[src/phx_map.vh]
// Purpose: constants for the extended page 1 control and status bank
// Assumes: included by bare name from the bank design file only
// Notes: definitions only
`ifndef PHX_MAP_VH
`define PHX_MAP_VH

// ****************************************************************
// management frame
// ****************************************************************
`define PHX_PRE_LEN 6'h20
`define PHX_HDR_LAST 4'hC
`define PHX_DATA_LAST 5'h10
`define PHX_OP_READ 2'h2
`define PHX_OP_WRITE 2'h1

// ****************************************************************
// register addresses and page codes
// ****************************************************************
`define PHX_REG_PAGE 5'h1F
`define PHX_REG_GOOD_CRC 5'h12
`define PHX_REG_EXT_MODE 5'h13
`define PHX_REG_PWR_SAVE 5'h14
`define PHX_PAGE_MAIN 16'h0000
`define PHX_PAGE_EXT1 16'h0001

// ****************************************************************
// field layouts
// ****************************************************************
`define PHX_F_LED_EXT 15:12
`define PHX_F_BLINK 11
`define PHX_F_FAST_FAIL 4
`define PHX_F_MDIX 3:2
`define PHX_F_RSVD0 0
`define PHX_F_CARR_DIS 15
`define PHX_F_SLEEP 14:13
`define PHX_F_WAKE 12:11
`define PHX_F_SLOW_MDC 10
`define PHX_F_SWAP 9
`define PHX_F_NOPRE 5
`define PHX_F_DS_EN 4
`define PHX_F_DS_CNT 3:2

// ****************************************************************
// reset values and encodings
// ****************************************************************
`define PHX_RST_CARR_DIS 1'h1
`define PHX_RST_SLEEP 2'h1
`define PHX_RST_WAKE 2'h0
`define PHX_RST_DS_CNT 2'h1
`define PHX_MDIX_AUTO 2'h0
`define PHX_MDIX_MDI 2'h2
`define PHX_MDIX_MDIX 2'h3
`define PHX_MEDIA_NONE 2'h0
`define PHX_MEDIA_CU 2'h1
`define PHX_CRC_LAST 14'h270F
`define PHX_DS_BASE 3'h2

// ****************************************************************
// timing
// ****************************************************************
`define PHX_CLK_NS 40
`define PHX_MS_NS 1000000
`define PHX_SLEEP_MS_0 12'h3E8
`define PHX_SLEEP_MS_1 12'h7D0
`define PHX_SLEEP_MS_2 12'hBB8
`define PHX_SLEEP_MS_3 12'hFA0
`define PHX_WAKE_MS_0 12'h0A0
`define PHX_WAKE_MS_1 12'h190
`define PHX_WAKE_MS_2 12'h320
`define PHX_WAKE_MS_3 12'h7D0
`define PHX_BLINK_MS 12'h1F4

`endif

[src/phx_ext_page1.v]
// Purpose: extended page 1 control and status bank behind the management serial port
// Assumes: mdc_in, mdio_in and low_power_hold_input are pins, sampled by clk_in; other inputs share clk_in
// Notes: preamble of 32 ones required before each frame
// Contract
// RL1: master selects page 1 by writing 0x0001 to register 31; 0x0000 restores.
// RL2: counter bit 15 flags a copper packet since last read, cleared by read.
// RL3: good-CRC count is 14 bits modulo 10,000, wrapping to zero after 9,999.
// RL4: good-CRC count clears when read, returning packets since previous read.
// RL5: bits 15 to 12 put LEDs 3 to 0 into basic serial mode.
// RL6: bit 11 set blinks LEDs after low-power hold release; cleared suppresses.
// RL7: bit 4 enables fast link failure pin; program it only via port 0.
// RL8: crossover field 00 auto, 01 reserved, 10 forced MDI, 11 forced MDI-X.
// RL9: power-save bit 15, reset one, disables gigabit carrier extension.
// RL10: sleep timer codes give 1, 2, 3 or 4 seconds; reset code 01.
// RL11: wake timer codes give 160, 400, 800 ms or 2 s; reset 00.
// RL12: software sets slow clock bit when management clock is below 10 MHz.
// RL13: bit 9 swaps port 0 and 1 addresses; lives on port 0 only.
// RL14: media status reads 00 with no media, 01 with copper selected.
// RL15: bit 5 lets 10BASE-T assert receive valid without a preamble.
// RL16: power-save bit 4 enables speed downshift after gigabit negotiation failures.
// RL17: downshift after 2, 3, 4 or 5 failures per code; reset code 01.
// RL18: sticky bits survive soft reset; only hardware reset restores them.
`timescale 1ns/1ps
`default_nettype none
`include "phx_map.vh"

module phx_ext_page1 #(
	parameter PORT_ID = 1'b0,
	parameter [4:0] PHY_BASE_ADDR = 5'h00,
	parameter MS_CYCLES = `PHX_MS_NS / `PHX_CLK_NS,
	parameter [11:0] BLINK_MS = `PHX_BLINK_MS
) (
	// clock and resets
	input wire clk_in,
	input wire rst_in,
	input wire soft_reset_in,
	// management serial port
	input wire mdc_in,
	input wire mdio_in,
	output reg mdio_out,
	output reg mdio_oe_out,
	// port pairing
	input wire addr_swap_in,
	output wire addr_swap_out,
	// status from the port
	input wire good_crc_pkt_in,
	input wire copper_media_in,
	input wire low_power_hold_input,
	input wire link_sleep_en_in,
	input wire link_energy_in,
	input wire gig_an_fail_in,
	input wire link_up_in,
	// controls to the port
	output wire [3:0] led_serial_mode_out,
	output wire led_blink_out,
	output wire fast_link_fail_en_out,
	output wire auto_mdix_out,
	output wire force_mdi_out,
	output wire force_mdix_out,
	output wire carrier_ext_disable_out,
	output wire slow_mgmt_clk_out,
	output wire no_preamble_en_out,
	output reg link_sleep_out,
	output reg wake_pulse_out,
	output reg downshift_out
);

	// ****************************************************************
	// declarations
	// ****************************************************************
	localparam [2:0] ST_IDLE = 3'h0;
	localparam [2:0] ST_HDR = 3'h1;
	localparam [2:0] ST_TA = 3'h2;
	localparam [2:0] ST_RDATA = 3'h3;
	localparam [2:0] ST_WDATA = 3'h4;

	wire mdc_s;
	wire mdio_s;
	wire hold_s;
	wire ms_tick;
	reg mdc_d;
	reg hold_d;
	reg [2:0] state;
	reg [5:0] pre_cnt;
	reg [4:0] bit_cnt;
	reg [11:0] hdr;
	reg op_rd;
	reg [4:0] reg_addr;
	reg [15:0] shreg;
	reg [15:0] page;
	// good-CRC counter
	reg pkt_seen;
	reg [13:0] crc_cnt;
	// extended mode control fields
	reg [3:0] led_ext;
	reg blink_en;
	reg fast_fail;
	reg [1:0] mdix;
	reg rsvd0;
	// power-save and downshift fields
	reg carr_dis;
	reg [1:0] sleep_sel;
	reg [1:0] wake_sel;
	reg slow_mdc;
	reg addr_swap;
	reg nopre;
	reg ds_en;
	reg [1:0] ds_sel;
	// timers
	reg [11:0] ms_cnt;
	reg [11:0] blink_cnt;
	reg [2:0] fail_cnt;

	// ****************************************************************
	// decode helpers
	// ****************************************************************
	// true when the address lands on a page 1 register of this bank
	function is_page1;
		input [4:0] a;
		input [15:0] pg;
		input [4:0] which;
		begin
			is_page1 = (pg == `PHX_PAGE_EXT1) && (a == which);
		end
	endfunction

	// millisecond figure for a sleep or wake timer code
	function [11:0] timer_ms;
		input sleep;
		input [1:0] code;
		begin
			case ({sleep, code})
				3'h4: timer_ms = `PHX_SLEEP_MS_0;
				3'h5: timer_ms = `PHX_SLEEP_MS_1;
				3'h6: timer_ms = `PHX_SLEEP_MS_2;
				3'h7: timer_ms = `PHX_SLEEP_MS_3;
				3'h0: timer_ms = `PHX_WAKE_MS_0;
				3'h1: timer_ms = `PHX_WAKE_MS_1;
				3'h2: timer_ms = `PHX_WAKE_MS_2;
				default: timer_ms = `PHX_WAKE_MS_3;
			endcase
		end
	endfunction

	// ****************************************************************
	// pin sampling and time base
	// ****************************************************************
	// mdc, mdio and the hold pin cross into clk_in here
	phx_sync #(
		.WIDTH(3)
	) u_sync (
		.clk_in(clk_in),
		.rst_in(rst_in),
		.d_in({mdc_in, mdio_in, low_power_hold_input}),
		.q_out({mdc_s, mdio_s, hold_s})
	);

	phx_ms_tick #(
		.CYCLES(MS_CYCLES),
		.CNT_W(16)
	) u_tick (
		.clk_in(clk_in),
		.rst_in(rst_in),
		.tick_out(ms_tick)
	);

	// edge history of synchronised pins
	always @(posedge clk_in) begin
		if (rst_in) begin
			mdc_d <= 1'b0;
			hold_d <= 1'b0;
		end else begin
			mdc_d <= mdc_s;
			hold_d <= hold_s;
		end
	end

	wire mdc_rise = mdc_s & ~mdc_d;
	wire hold_fall = hold_d & ~hold_s;

	// ****************************************************************
	// addressing
	// ****************************************************************
	// port 1 follows the swap held in port 0
	wire swap_eff = (PORT_ID == 1'b0) ? addr_swap : addr_swap_in; // see RL13
	wire [4:0] my_addr = {PHY_BASE_ADDR[4:1], PORT_ID[0] ^ swap_eff};
	wire [12:0] hdr_full = {hdr, mdio_s};
	wire hdr_ok = hdr_full[12] && (hdr_full[9:5] == my_addr) &&
		((hdr_full[11:10] == `PHX_OP_READ) || (hdr_full[11:10] == `PHX_OP_WRITE));

	// ****************************************************************
	// read data and side effects
	// ****************************************************************
	wire [1:0] media = copper_media_in ? `PHX_MEDIA_CU : `PHX_MEDIA_NONE; // see RL14
	wire swap_rd = (PORT_ID == 1'b0) ? addr_swap : 1'b0;
	reg [15:0] rdata;

	// unmapped addresses answer zero so the master never reads a floating line
	always @* begin
		if (reg_addr == `PHX_REG_PAGE) begin
			rdata = page;
		end else if (is_page1(reg_addr, page, `PHX_REG_GOOD_CRC)) begin
			rdata = {pkt_seen, 1'b0, crc_cnt};
		end else if (is_page1(reg_addr, page, `PHX_REG_EXT_MODE)) begin
			rdata = {led_ext, blink_en, 6'h00, fast_fail, mdix, 1'b0, rsvd0};
		end else if (is_page1(reg_addr, page, `PHX_REG_PWR_SAVE)) begin
			rdata = {carr_dis, sleep_sel, wake_sel, slow_mdc, swap_rd, 1'b0,
				media, nopre, ds_en, ds_sel, 2'h0};
		end else begin
			rdata = 16'h0000;
		end
	end

	// the counter is latched and cleared on the same edge, so no packet slips
	wire rd_clear = mdc_rise && (state == ST_TA) && op_rd &&
		is_page1(reg_addr, page, `PHX_REG_GOOD_CRC); // see RL4
	wire wr_commit = mdc_rise && (state == ST_WDATA) && (bit_cnt == `PHX_DATA_LAST);
	wire [15:0] wr_data = {shreg[14:0], mdio_s};

	// ****************************************************************
	// management frame engine
	// ****************************************************************
	// bits are taken on mdc rising edges; read bits change just after them
	always @(posedge clk_in) begin
		if (rst_in) begin
			state <= ST_IDLE;
			pre_cnt <= 6'h00;
			bit_cnt <= 5'h00;
			hdr <= 12'h000;
			op_rd <= 1'b0;
			reg_addr <= 5'h00;
			shreg <= 16'h0000;
			mdio_out <= 1'b0;
			mdio_oe_out <= 1'b0;
		end else if (mdc_rise) begin
			case (state)
				ST_IDLE: begin
					bit_cnt <= 5'h00;
					if (mdio_s) begin
						if (pre_cnt != `PHX_PRE_LEN) begin
							pre_cnt <= pre_cnt + 1'b1;
						end
					end else if (pre_cnt == `PHX_PRE_LEN) begin
						pre_cnt <= 6'h00;
						state <= ST_HDR;
					end else begin
						pre_cnt <= 6'h00;
					end
				end
				ST_HDR: begin
					hdr <= hdr_full[11:0];
					bit_cnt <= bit_cnt + 1'b1;
					if (bit_cnt == {1'b0, `PHX_HDR_LAST}) begin
						op_rd <= (hdr_full[11:10] == `PHX_OP_READ);
						reg_addr <= hdr_full[4:0];
						state <= hdr_ok ? ST_TA : ST_IDLE;
					end
				end
				ST_TA: begin
					bit_cnt <= 5'h00;
					if (op_rd) begin
						// drive the second turnaround bit low
						mdio_oe_out <= 1'b1;
						mdio_out <= 1'b0;
						shreg <= rdata;
						state <= ST_RDATA;
					end else begin
						shreg <= 16'h0000;
						state <= ST_WDATA;
					end
				end
				ST_RDATA: begin
					if (bit_cnt == `PHX_DATA_LAST) begin
						mdio_oe_out <= 1'b0;
						mdio_out <= 1'b0;
						state <= ST_IDLE;
					end else begin
						mdio_out <= shreg[15];
						shreg <= {shreg[14:0], 1'b0};
						bit_cnt <= bit_cnt + 1'b1;
					end
				end
				ST_WDATA: begin
					// the second turnaround bit shifts out of the top
					shreg <= wr_data;
					bit_cnt <= bit_cnt + 1'b1;
					if (bit_cnt == `PHX_DATA_LAST) begin
						state <= ST_IDLE;
					end
				end
				default: begin
					state <= ST_IDLE;
				end
			endcase
		end
	end

	// ****************************************************************
	// page select and control fields
	// ****************************************************************
	// soft reset restores only the non-sticky bits and the page
	always @(posedge clk_in) begin
		if (rst_in) begin
			page <= `PHX_PAGE_MAIN;
			led_ext <= 4'h0;
			blink_en <= 1'b0;
			fast_fail <= 1'b0;
			mdix <= `PHX_MDIX_AUTO;
			rsvd0 <= 1'b0;
			carr_dis <= `PHX_RST_CARR_DIS;
			sleep_sel <= `PHX_RST_SLEEP;
			wake_sel <= `PHX_RST_WAKE;
			slow_mdc <= 1'b0;
			addr_swap <= 1'b0;
			nopre <= 1'b0;
			ds_en <= 1'b0;
			ds_sel <= `PHX_RST_DS_CNT;
		end else if (soft_reset_in) begin
			page <= `PHX_PAGE_MAIN; // see RL18
			carr_dis <= `PHX_RST_CARR_DIS; // see RL18
		end else if (wr_commit) begin
			if (reg_addr == `PHX_REG_PAGE) begin
				page <= wr_data; // see RL1
			end else if (is_page1(reg_addr, page, `PHX_REG_EXT_MODE)) begin
				led_ext <= wr_data[`PHX_F_LED_EXT];
				blink_en <= wr_data[`PHX_F_BLINK];
				fast_fail <= wr_data[`PHX_F_FAST_FAIL];
				mdix <= wr_data[`PHX_F_MDIX];
				rsvd0 <= wr_data[`PHX_F_RSVD0];
			end else if (is_page1(reg_addr, page, `PHX_REG_PWR_SAVE)) begin
				carr_dis <= wr_data[`PHX_F_CARR_DIS];
				sleep_sel <= wr_data[`PHX_F_SLEEP];
				wake_sel <= wr_data[`PHX_F_WAKE];
				slow_mdc <= wr_data[`PHX_F_SLOW_MDC];
				// only port 0 holds the swap bit
				if (PORT_ID == 1'b0) begin
					addr_swap <= wr_data[`PHX_F_SWAP]; // see RL13
				end
				nopre <= wr_data[`PHX_F_NOPRE];
				ds_en <= wr_data[`PHX_F_DS_EN];
				ds_sel <= wr_data[`PHX_F_DS_CNT];
			end
		end
	end

	// ****************************************************************
	// good-CRC packet counter
	// ****************************************************************
	// a packet in the clearing cycle counts as the first of the next read
	always @(posedge clk_in) begin
		if (rst_in || soft_reset_in) begin
			pkt_seen <= 1'b0;
			crc_cnt <= 14'h0000;
		end else if (rd_clear) begin
			pkt_seen <= good_crc_pkt_in; // see RL2
			crc_cnt <= good_crc_pkt_in ? 14'h0001 : 14'h0000; // see RL4
		end else if (good_crc_pkt_in) begin
			pkt_seen <= 1'b1; // see RL2
			crc_cnt <= (crc_cnt == `PHX_CRC_LAST) ? 14'h0000 : crc_cnt + 1'b1; // see RL3
		end
	end

	// ****************************************************************
	// mode outputs
	// ****************************************************************
	assign led_serial_mode_out = led_ext; // see RL5
	assign fast_link_fail_en_out = (PORT_ID == 1'b0) & fast_fail; // see RL7
	// reserved crossover code falls back to automatic detection
	assign force_mdi_out = (mdix == `PHX_MDIX_MDI); // see RL8
	assign force_mdix_out = (mdix == `PHX_MDIX_MDIX); // see RL8
	assign auto_mdix_out = ~force_mdi_out & ~force_mdix_out; // see RL8
	assign carrier_ext_disable_out = carr_dis; // see RL9
	assign slow_mgmt_clk_out = slow_mdc; // see RL12
	assign no_preamble_en_out = nopre; // see RL15
	assign addr_swap_out = swap_eff;
	assign led_blink_out = (blink_cnt != 12'h000);

	// ****************************************************************
	// blink window after the hold is released
	// ****************************************************************
	always @(posedge clk_in) begin
		if (rst_in) begin
			blink_cnt <= 12'h000;
		end else if (hold_fall) begin
			blink_cnt <= blink_en ? BLINK_MS : 12'h000; // see RL6
		end else if (ms_tick && (blink_cnt != 12'h000)) begin
			blink_cnt <= blink_cnt - 1'b1;
		end
	end

	// ****************************************************************
	// link sleep power save timers
	// ****************************************************************
	// energy restarts the idle count; while asleep a wake probe fires periodically
	always @(posedge clk_in) begin
		if (rst_in || !link_sleep_en_in || link_energy_in) begin
			link_sleep_out <= 1'b0;
			wake_pulse_out <= 1'b0;
			ms_cnt <= 12'h000;
		end else begin
			wake_pulse_out <= 1'b0;
			if (ms_tick) begin
				if (!link_sleep_out) begin
					if (ms_cnt + 1'b1 >= timer_ms(1'b1, sleep_sel)) begin // see RL10
						link_sleep_out <= 1'b1;
						ms_cnt <= 12'h000;
					end else begin
						ms_cnt <= ms_cnt + 1'b1;
					end
				end else if (ms_cnt + 1'b1 >= timer_ms(1'b0, wake_sel)) begin // see RL11
					wake_pulse_out <= 1'b1;
					ms_cnt <= 12'h000;
				end else begin
					ms_cnt <= ms_cnt + 1'b1;
				end
			end
		end
	end

	// ****************************************************************
	// speed downshift
	// ****************************************************************
	// a successful link forgets earlier failures but keeps the downshift
	wire [2:0] ds_limit = {1'b0, ds_sel} + `PHX_DS_BASE; // see RL17
	always @(posedge clk_in) begin
		if (rst_in || soft_reset_in || !ds_en) begin
			fail_cnt <= 3'h0;
			downshift_out <= 1'b0;
		end else if (link_up_in) begin
			fail_cnt <= 3'h0;
		end else if (gig_an_fail_in && !downshift_out) begin
			fail_cnt <= fail_cnt + 1'b1;
			if (fail_cnt + 1'b1 >= ds_limit) begin
				downshift_out <= 1'b1; // see RL16
			end
		end
	end

endmodule
`default_nettype wire

[src/phx_sync.v]
// Purpose: two flip-flop synchroniser for pin inputs
// Assumes: inputs are asynchronous to clk_in
// Notes: first stage feeds only the second stage
`timescale 1ns/1ps
`default_nettype none

module phx_sync #(
	parameter WIDTH = 1
) (
	// clock and reset
	input wire clk_in,
	input wire rst_in,
	// data
	input wire [WIDTH-1:0] d_in,
	output reg [WIDTH-1:0] q_out
);

	reg [WIDTH-1:0] meta;

	// ****************************************************************
	// two stages
	// ****************************************************************
	// metastability stage then output stage
	always @(posedge clk_in) begin
		if (rst_in) begin
			meta <= {WIDTH{1'b0}};
			q_out <= {WIDTH{1'b0}};
		end else begin
			meta <= d_in;
			q_out <= meta;
		end
	end

endmodule
`default_nettype wire

[src/phx_ms_tick.v]
// Purpose: one-cycle enable pulse every millisecond
// Assumes: CYCLES is the clock count per millisecond
// Notes: free running from reset
`timescale 1ns/1ps
`default_nettype none

module phx_ms_tick #(
	parameter CYCLES = 25000,
	parameter CNT_W = 16
) (
	// clock and reset
	input wire clk_in,
	input wire rst_in,
	// enable pulse
	output reg tick_out
);

	// full-width figure first, then cut to the counter on purpose
	localparam [31:0] LAST_W = CYCLES - 1;
	localparam [CNT_W-1:0] LAST = LAST_W[CNT_W-1:0];
	reg [CNT_W-1:0] cnt;

	// ****************************************************************
	// divider
	// ****************************************************************
	// wrap at the last count and strobe once
	always @(posedge clk_in) begin
		if (rst_in) begin
			cnt <= {CNT_W{1'b0}};
			tick_out <= 1'b0;
		end else if (cnt == LAST) begin
			cnt <= {CNT_W{1'b0}};
			tick_out <= 1'b1;
		end else begin
			cnt <= cnt + 1'b1;
			tick_out <= 1'b0;
		end
	end

endmodule
`default_nettype wire

[config.mk]
export PLATFORM = sky130hd
export DESIGN_NAME = phx_ext_page1
export DESIGN_NICKNAME = d
export VERILOG_FILES = /design/src/phx_ext_page1.v /design/src/phx_sync.v /design/src/phx_ms_tick.v
export VERILOG_INCLUDE_DIRS = /design/src
export SDC_FILE = /design/constraint.sdc
export NUM_CORES = 1
export LEC_CHECK = 0
export BUFFER_PORTS_ARGS = -buffer_cell sky130_fd_sc_hd__clkbuf_2
export CAP_MARGIN = 15
export CORE_MARGIN = 1.5
export CORE_UTILIZATION = 56
export DETAILED_ROUTE_END_ITERATION = 8
export PLACE_DENSITY = 0.77
export SYNTH_ARGS = -nofsm -noshare
export SYNTH_HDL_FRONTEND = slang
export SYNTH_SLANG_ARGS = --single-unit
[constraint.sdc]
create_clock -name clk_in -period 3.2 [get_ports clk_in]
set_clock_uncertainty 0.2 [all_clocks]
set_input_delay 0.32 -clock clk_in [delete_from_list [all_inputs] [get_ports clk_in]]
set_output_delay 0.32 -clock clk_in [all_outputs]
set_load 0.03 [all_outputs]
==> flow_summary.ini, run 1 <==
[floorplan]
die_x_um = 121
core_area_um2 = 13400
initial_core_util_pct = 57.9
die_h_um = 121
fp-row-count = 42
die-area_um2 = 14600
ioPinCount = 31

[synth]
synth_area_leaders = dfxtp_1 (40%), nor2_1 (6.1%), nand2_1 (5.7%)
async_reset_ff_share_pct = 0
synth_warnings = 0
synth_top_family_by_area = simple AND/OR/NAND/NOR gates
synth_top_area_share_pct = 40.2
synthCells = 956
yosys.area.top_type = dfxtp_1
postSynthNetCount = 999
yosys.area_share.simple_pct = 26.2
synth_enable_flop_cells = 0
syn_area_per_cell_um2 = 8.12
synth_area_um2 = 7760
ys_seq_elements = 156
synthFlopType = dfxtp_1
synthMuxAreaShare_pct = 2.47
yosysUniqueCellTypes = 65
synth_xor_xnor_area_share_pct = 6.43
yosysSeqAreaShare_pct = 40.2
synth_fa_ha_area_share_pct = 4.83
synth-compound-area-share_pct = 15.7

[timing]
finalSetupViolCount = 0
maxSlewHeadroom_pct = 23.1
fin_tns_setup_ps = 0
max_freq_mhz = 332
hold_viol_final = 0
period_share_pct = 94.2
min_period_ps = 3010
drv_slew = 0
tightestPinTransition_ps = 1150

[critical_path]
path_max_fanout = 9
required_ps = 3280
rrSetupSlack_ps = 190
r2r_cells = 11
max_stage_delay_ps = 460
cp.arrival_ps = 3090
critical_path.top_delay_family = simple AND/OR/NAND/NOR gates
cp.depth = 11
critPathLaunch = ms_cnt[2]
cp-end-kind = flip-flop
cp_cell_sequence = nand3_1, nor4_2, xnor2_1, inv_1, ha_1, nand3_1, a31oi_1, a21oi_1, o311ai_1, and3_4, nor4_1
reg2reg_to = ms_cnt[2]
slowest_stage = dfxtp_1
critPathMostFrequentCell = nand3_1
r2r_start = ms_cnt[2]
crit_buf_inv = 1
critical_path_class = flip-flop to flip-flop
crit_path_end = ms_cnt[2]
start_kind = flip-flop

[global_route]
grt_max_degree = 39
track_usage_pct = 25.4
grt_pass1_vias = 6283
antenna_found_initial = 0
grt_pass1_wl_mm = 29.8
grt-ovfl-total = 0

[placed_design]
dp_hpwl_mm = 12.3
gp_congestion = 0.853
numPortBuffers = 29

[drt]
dr.pass1.iters = 8
avgRoutedWirePerCell_um = 15.5
drt_iter0_markers = 497
viasPerCell = 5.86
drc = 0
num_vias = 6843
wl_mm = 18.1
ant_nets = 0

[cells_and_area]
n_antenna_cell = 0
syn_to_final_growth_pct = 12.7
fin_util_pct = 65.3
fin_nets = 1023
final_cell_mix = dfxtp_1 (155), nor2_1 (125), nand2_1 (117)
drive_above_1_share_pct = 11.3
layout_commonest_cell = dfxtp_1
fill_cells = 1139

[flow_run]
max-cap-violations = 0

[cts]
post_cts_buffers = 0
cts_tree = done
htreeDepth = 4
clockRootBuffer = clkbuf_16
clock-sinks = 156
clock_latency_ps = 420
path_clk_slew_ps = 60
clock_path_buffers = 2
cts_buffers = 17

[power_and_ir_drop]
power.density_nw_per_um2 = 452
ir_drop_uv = 359
leakagePower_uw = 0.00341

[hold_path]
hp-class = input port to flip-flop

[status]
status = complete, no violations
-- Yosys cell counts, types with 8 or more instances --
| library cell | number |
|---|---|
| nand2_1 | 117 |
| a221oi_1 | 9 |
| mux2i_1 | 18 |
| a21oi_1 | 68 |
| inv_1 | 30 |
| nor2b_1 | 15 |
| clkbuf_1 | 48 |
| or4_1 | 8 |
| dfxtp_1 | 156 |
| nor4_1 | 17 |
| nand2b_1 | 9 |
| a211oi_1 | 9 |
| xnor2_1 | 27 |
| and2_1 | 10 |
| nand3_1 | 31 |
| o21ai_0 | 35 |
| nor2_1 | 126 |
| xor2_1 | 30 |
| nor3_1 | 22 |
| and3_1 | 9 |
| nand4_1 | 14 |
| ha_1 | 30 |
| o21ai_1 | 16 |
-- metal layers --
| metal | vias to the layer above | track usage [%] | share of wire [%] |
|---|---|---|---|
| met4 | 0 | 8.68 | 1.8 |
| met2 | 190 | 43.3 | 49 |
| met3 | 30 | 5.94 | 5.6 |
| li1 | 3400 | - | - |
| met1 | 3223 | 31.4 | 44 |
| met5 | - | 0 | 0 |
-- state kept, by name, indices dropped and copies added, names as in the netlist, 2 cells and up --
signal,count
page,16
shreg,16
u_tick.cnt,16
crc_cnt,14
blink_cnt,12
hdr,12
ms_cnt,12
pre_cnt,6
bit_cnt,5
reg_addr,5
led_serial_mode_out,4
fail_cnt,3
state,3
u_sync.meta,3
u_sync.q_out,3
ds_sel,2
mdix,2
sleep_sel,2
wake_sel,2
-- through the flow --
stage               std cells  hold slack, ps  worst slack, ps  power [uW]  instance area, um2
global route             1168            15.8            -33.9        4080                8750
finish                   1168            22.0              187        3950                8750
detailed placement       1134             226             55.2        2120                8130
CTS                      1168            21.4             12.4        3970                8700
floorplan                 956             213              117        2090                7760
global placement         1134             218              101        2120                8130
-- repair_timing --
item	in CTS	in global routing
endpoints found under the hold margin	3	0
setup endpoints to repair	0	12
gates resized for setup	0	13
hold buffers	3	0
-- worst min path at each step --
stage,startpoint,to,cells after the start
4_1_cts,link_up_in,fail_cnt[2],3
3_3_place_gp,u_sync.meta[1],u_sync.q_out[1],1
6_report,link_up_in,fail_cnt[2],3
3_5_place_dp,u_sync.meta[1],u_sync.q_out[1],1
5_1_grt,link_up_in,fail_cnt[2],3
2_1_floorplan,u_tick.cnt[0],u_tick.cnt[0],1
-- worst reg2reg max path, delay by kind of cell, from the launching register on --
family                   cells  cell delay (ps)
AO/OA/AOI/OAI                3              620
flip-flops                   1              460
XOR/XNOR                     1              190
adder cells (fa/ha/maj)      1              320
AND/OR/NAND/NOR              5             1020
buffers and inverters        1               70
-- power breakdown --
part	switching (uW)	internal (uW)	leakage, uW	total (uW)
registers	12.8	1960	0.00126	1970
clock network	751	1120	0.000272	1870
logic	75.2	37.3	0.00188	113
total	839	3110	0.00341	3950
-- cell type report --
class	instances	area (um2)	share of cell area, %
Tap cell	176	220	2.52
Clock buffer	23	478	5.46
Inverter	30	113	1.29
Clock inverter	8	67.6	0.772
Sequential cell	156	3120	35.7
Multi-Input combinational cell	716	4370	49.9
Timing Repair Buffer	59	378	4.32
-- logic make-up (layout without fill, tap and decap cells) --
logic type	count (synthesis)	in the layout
and+or+nand+nor	416	416
AOI/OAI and AO/OA	194	194
DFF	156	156
buffers and inverters	84	120
xor gates and xnor gates	57	57
adders and majority gates	30	30
muxes	19	19
No activity file was read; power rests on OpenSTA's default activity.
==> run 2, diff against run 1 <==
Settings changed: GPL_ROUTABILITY_DRIVEN from default to 1, PLACE_DENSITY 0.77 to 0.76, SYNTH_HIERARCHICAL from default to 1.
==> flow_summary.ini, run 2 <==
[status]
status = complete, no violations

[drt]
viasPerCell = 5.83
wl_mm = 17.6
dr.pass1.iters = 7
avgRoutedWirePerCell_um = 15.6
ant_nets = 0
drt_iter0_markers = 542
num_vias = 6585
drc = 0

[synth]
yosysMostFrequentCell = dfxtp_1
async_reset_ff_share_pct = 0
synth_warnings = 6
ys_seq_elements = 156
synthCells = 909
synth_area_leaders = dfxtp_1 (41%), nand2_1 (6.0%), nor2_1 (5.7%)
synth_area_um2 = 7610
yosys.area.top_type = dfxtp_1
synthTopCellsByCount = dfxtp_1 (156), nand2_1 (122), nor2_1 (115), a21oi_1 (73), nand3_1 (39)
syn_area_per_cell_um2 = 8.38
synth_enable_flop_cells = 0
yosysUniqueCellTypes = 65
postSynthNetCount = 952
yosysSeqAreaShare_pct = 41.0
synth_top_area_share_pct = 41.0
synthFlopType = dfxtp_1

[critical_path]
crit_buf_inv = 0
slowest_stage = or4_4
max_stage_delay_ps = 540
path_max_fanout = 5
critical_path.top_delay_family = compound AO/OA/AOI/OAI gates
critical_path_class = flip-flop to flip-flop
cp_cell_sequence = ha_4, nand3_1, or4_4, xnor2_2, ha_1, nand3_1, o41ai_4, a2bb2oi_4, a21oi_1, a21o_1
start_kind = flip-flop
required_ps = 3320
cp.arrival_ps = 3210
critPathMostFrequentCell = nand3_1
cp-end-kind = flip-flop

[placed_design]
dp_cells = 1091
dp_hpwl_mm = 12.0
numPortBuffers = 29
gp_congestion = 0.838

[timing]
max_freq_mhz = 324
period_share_pct = 96.5
tightestPinTransition_ps = 696
fin_tns_setup_ps = 0
maxSlewHeadroom_pct = 53.2
whs_ps = 35.4
hold_viol_final = 0
drv_slew = 0
finalSetupViolCount = 0
min_period_ps = 3090

[cells_and_area]
fin_util_pct = 65.4
fill_cells = 1130
layout_commonest_cell = dfxtp_1
reg_top3 = page (16), shreg (16), u_tick/cnt (16)
drive_above_1_share_pct = 11.8
n_antenna_cell = 0
fin_nets = 983
syn_to_final_growth_pct = 13.7
final_cell_mix = dfxtp_1 (156), nand2_1 (122), nor2_1 (115)
layout.cells.non_filler = 1129

[floorplan]
fp-row-count = 42
ioPinCount = 31
die_x_um = 120
core_area_um2 = 13200
die_h_um = 120
initial_core_util_pct = 57.5
die-area_um2 = 14300

[cts]
clockRootBuffer = clkbuf_16
htreeDepth = 4
clock_path_buffers = 2
cts_buffers = 17
cts_tree = done
path_clk_slew_ps = 60
clock-sinks = 156
clock_latency_ps = 420

[flow_run]
max-cap-violations = 0

[global_route]
track_usage_pct = 24.8
grt-ovfl-total = 0
grt_max_degree = 47
grt_pass1_vias = 5971
grt_pass1_wl_mm = 28.6
antenna_found_initial = 0

[power_and_ir_drop]
power.density_nw_per_um2 = 459
ir_drop_uv = 588
leakagePower_uw = 0.00314
total_power_uw = 3970

[hold_path]
hp-class = input port to flip-flop
## run 2: final cells by class
type                    instances  area, um2  area share (%)
flip-flops and latches        156       3120            36.1
clock inverters                10       91.3            1.06
multi-input cells             683       4280            49.5
well taps                     176        220            2.54
clock buffers                  22        474            5.48
repair buffers                 55        363            4.19
inverters                      27        101            1.17
## run 2: worst paths after layout
kind,startpoint,slack [ps],cells after the start,endpoint
max reg2reg,ms_cnt[1],110,10,ms_cnt[5]
max,ms_cnt[1],110,10,ms_cnt[5]
min,good_crc_pkt_in,40,3,pkt_seen
min reg2reg,u_sync/meta[1],240,1,u_sync/q_out[1]
## run 2: worst register-to-register path, stage by stage, from the launching register on
cell       delay (ps)
dfxtp_1           400
ha_4              190
nand3_1           160
or4_4             540
xnor2_2           180
ha_1              290
nand3_1           110
o41ai_4           460
a2bb2oi_4         230
a21oi_1            60
a21o_1            160
## run 2: cell families after synthesis
group                    Yosys count  share of synthesized area (%)
flip-flops                       156                           41.0
AND/OR/NAND/NOR                  393                           25.1
XOR/XNOR                          53                           6.10
multiplexers                      23                           3.04
adder cells (fa/ha/maj)           30                           4.93
buffers and inverters             70                           4.03
AO/OA/AOI/OAI                    184                           15.8
## run 2: timing repair
| item | CTS | global route |
|---|---|---|
| hold endpoints to repair | 6 | 0 |
| hold buffers | 4 | 0 |
| setup endpoints to repair | 0 | 13 |
| buffers inserted | 0 | 2 |
| resized for setup | 0 | 16 |
## run 2: metal layers
metal  track usage (%)  up-vias  share of wire [%]
li1                  -     3271                  -
met1              32.9     3120                 46
met2              40.1      165                 47
met3              4.90       29                4.3
met4              9.60        0                2.3
met5                 0        -                  0
## run 2: metrics by stage
stage               worst slack, ps  cell area (um2)
global placement               92.9             7940
floorplan                       253             7610
CTS                            40.8             8540
detailed placement             83.4             7940
global route                  -76.7             8660
finish                          112             8660
## run 2: report_power, final
part	internal, uW	leakage, uW	switching [uW]
Sequential	1950	0.00126	10.4
Combinational	32.0	0.00162	63.4
Clock	1130	0.000264	788
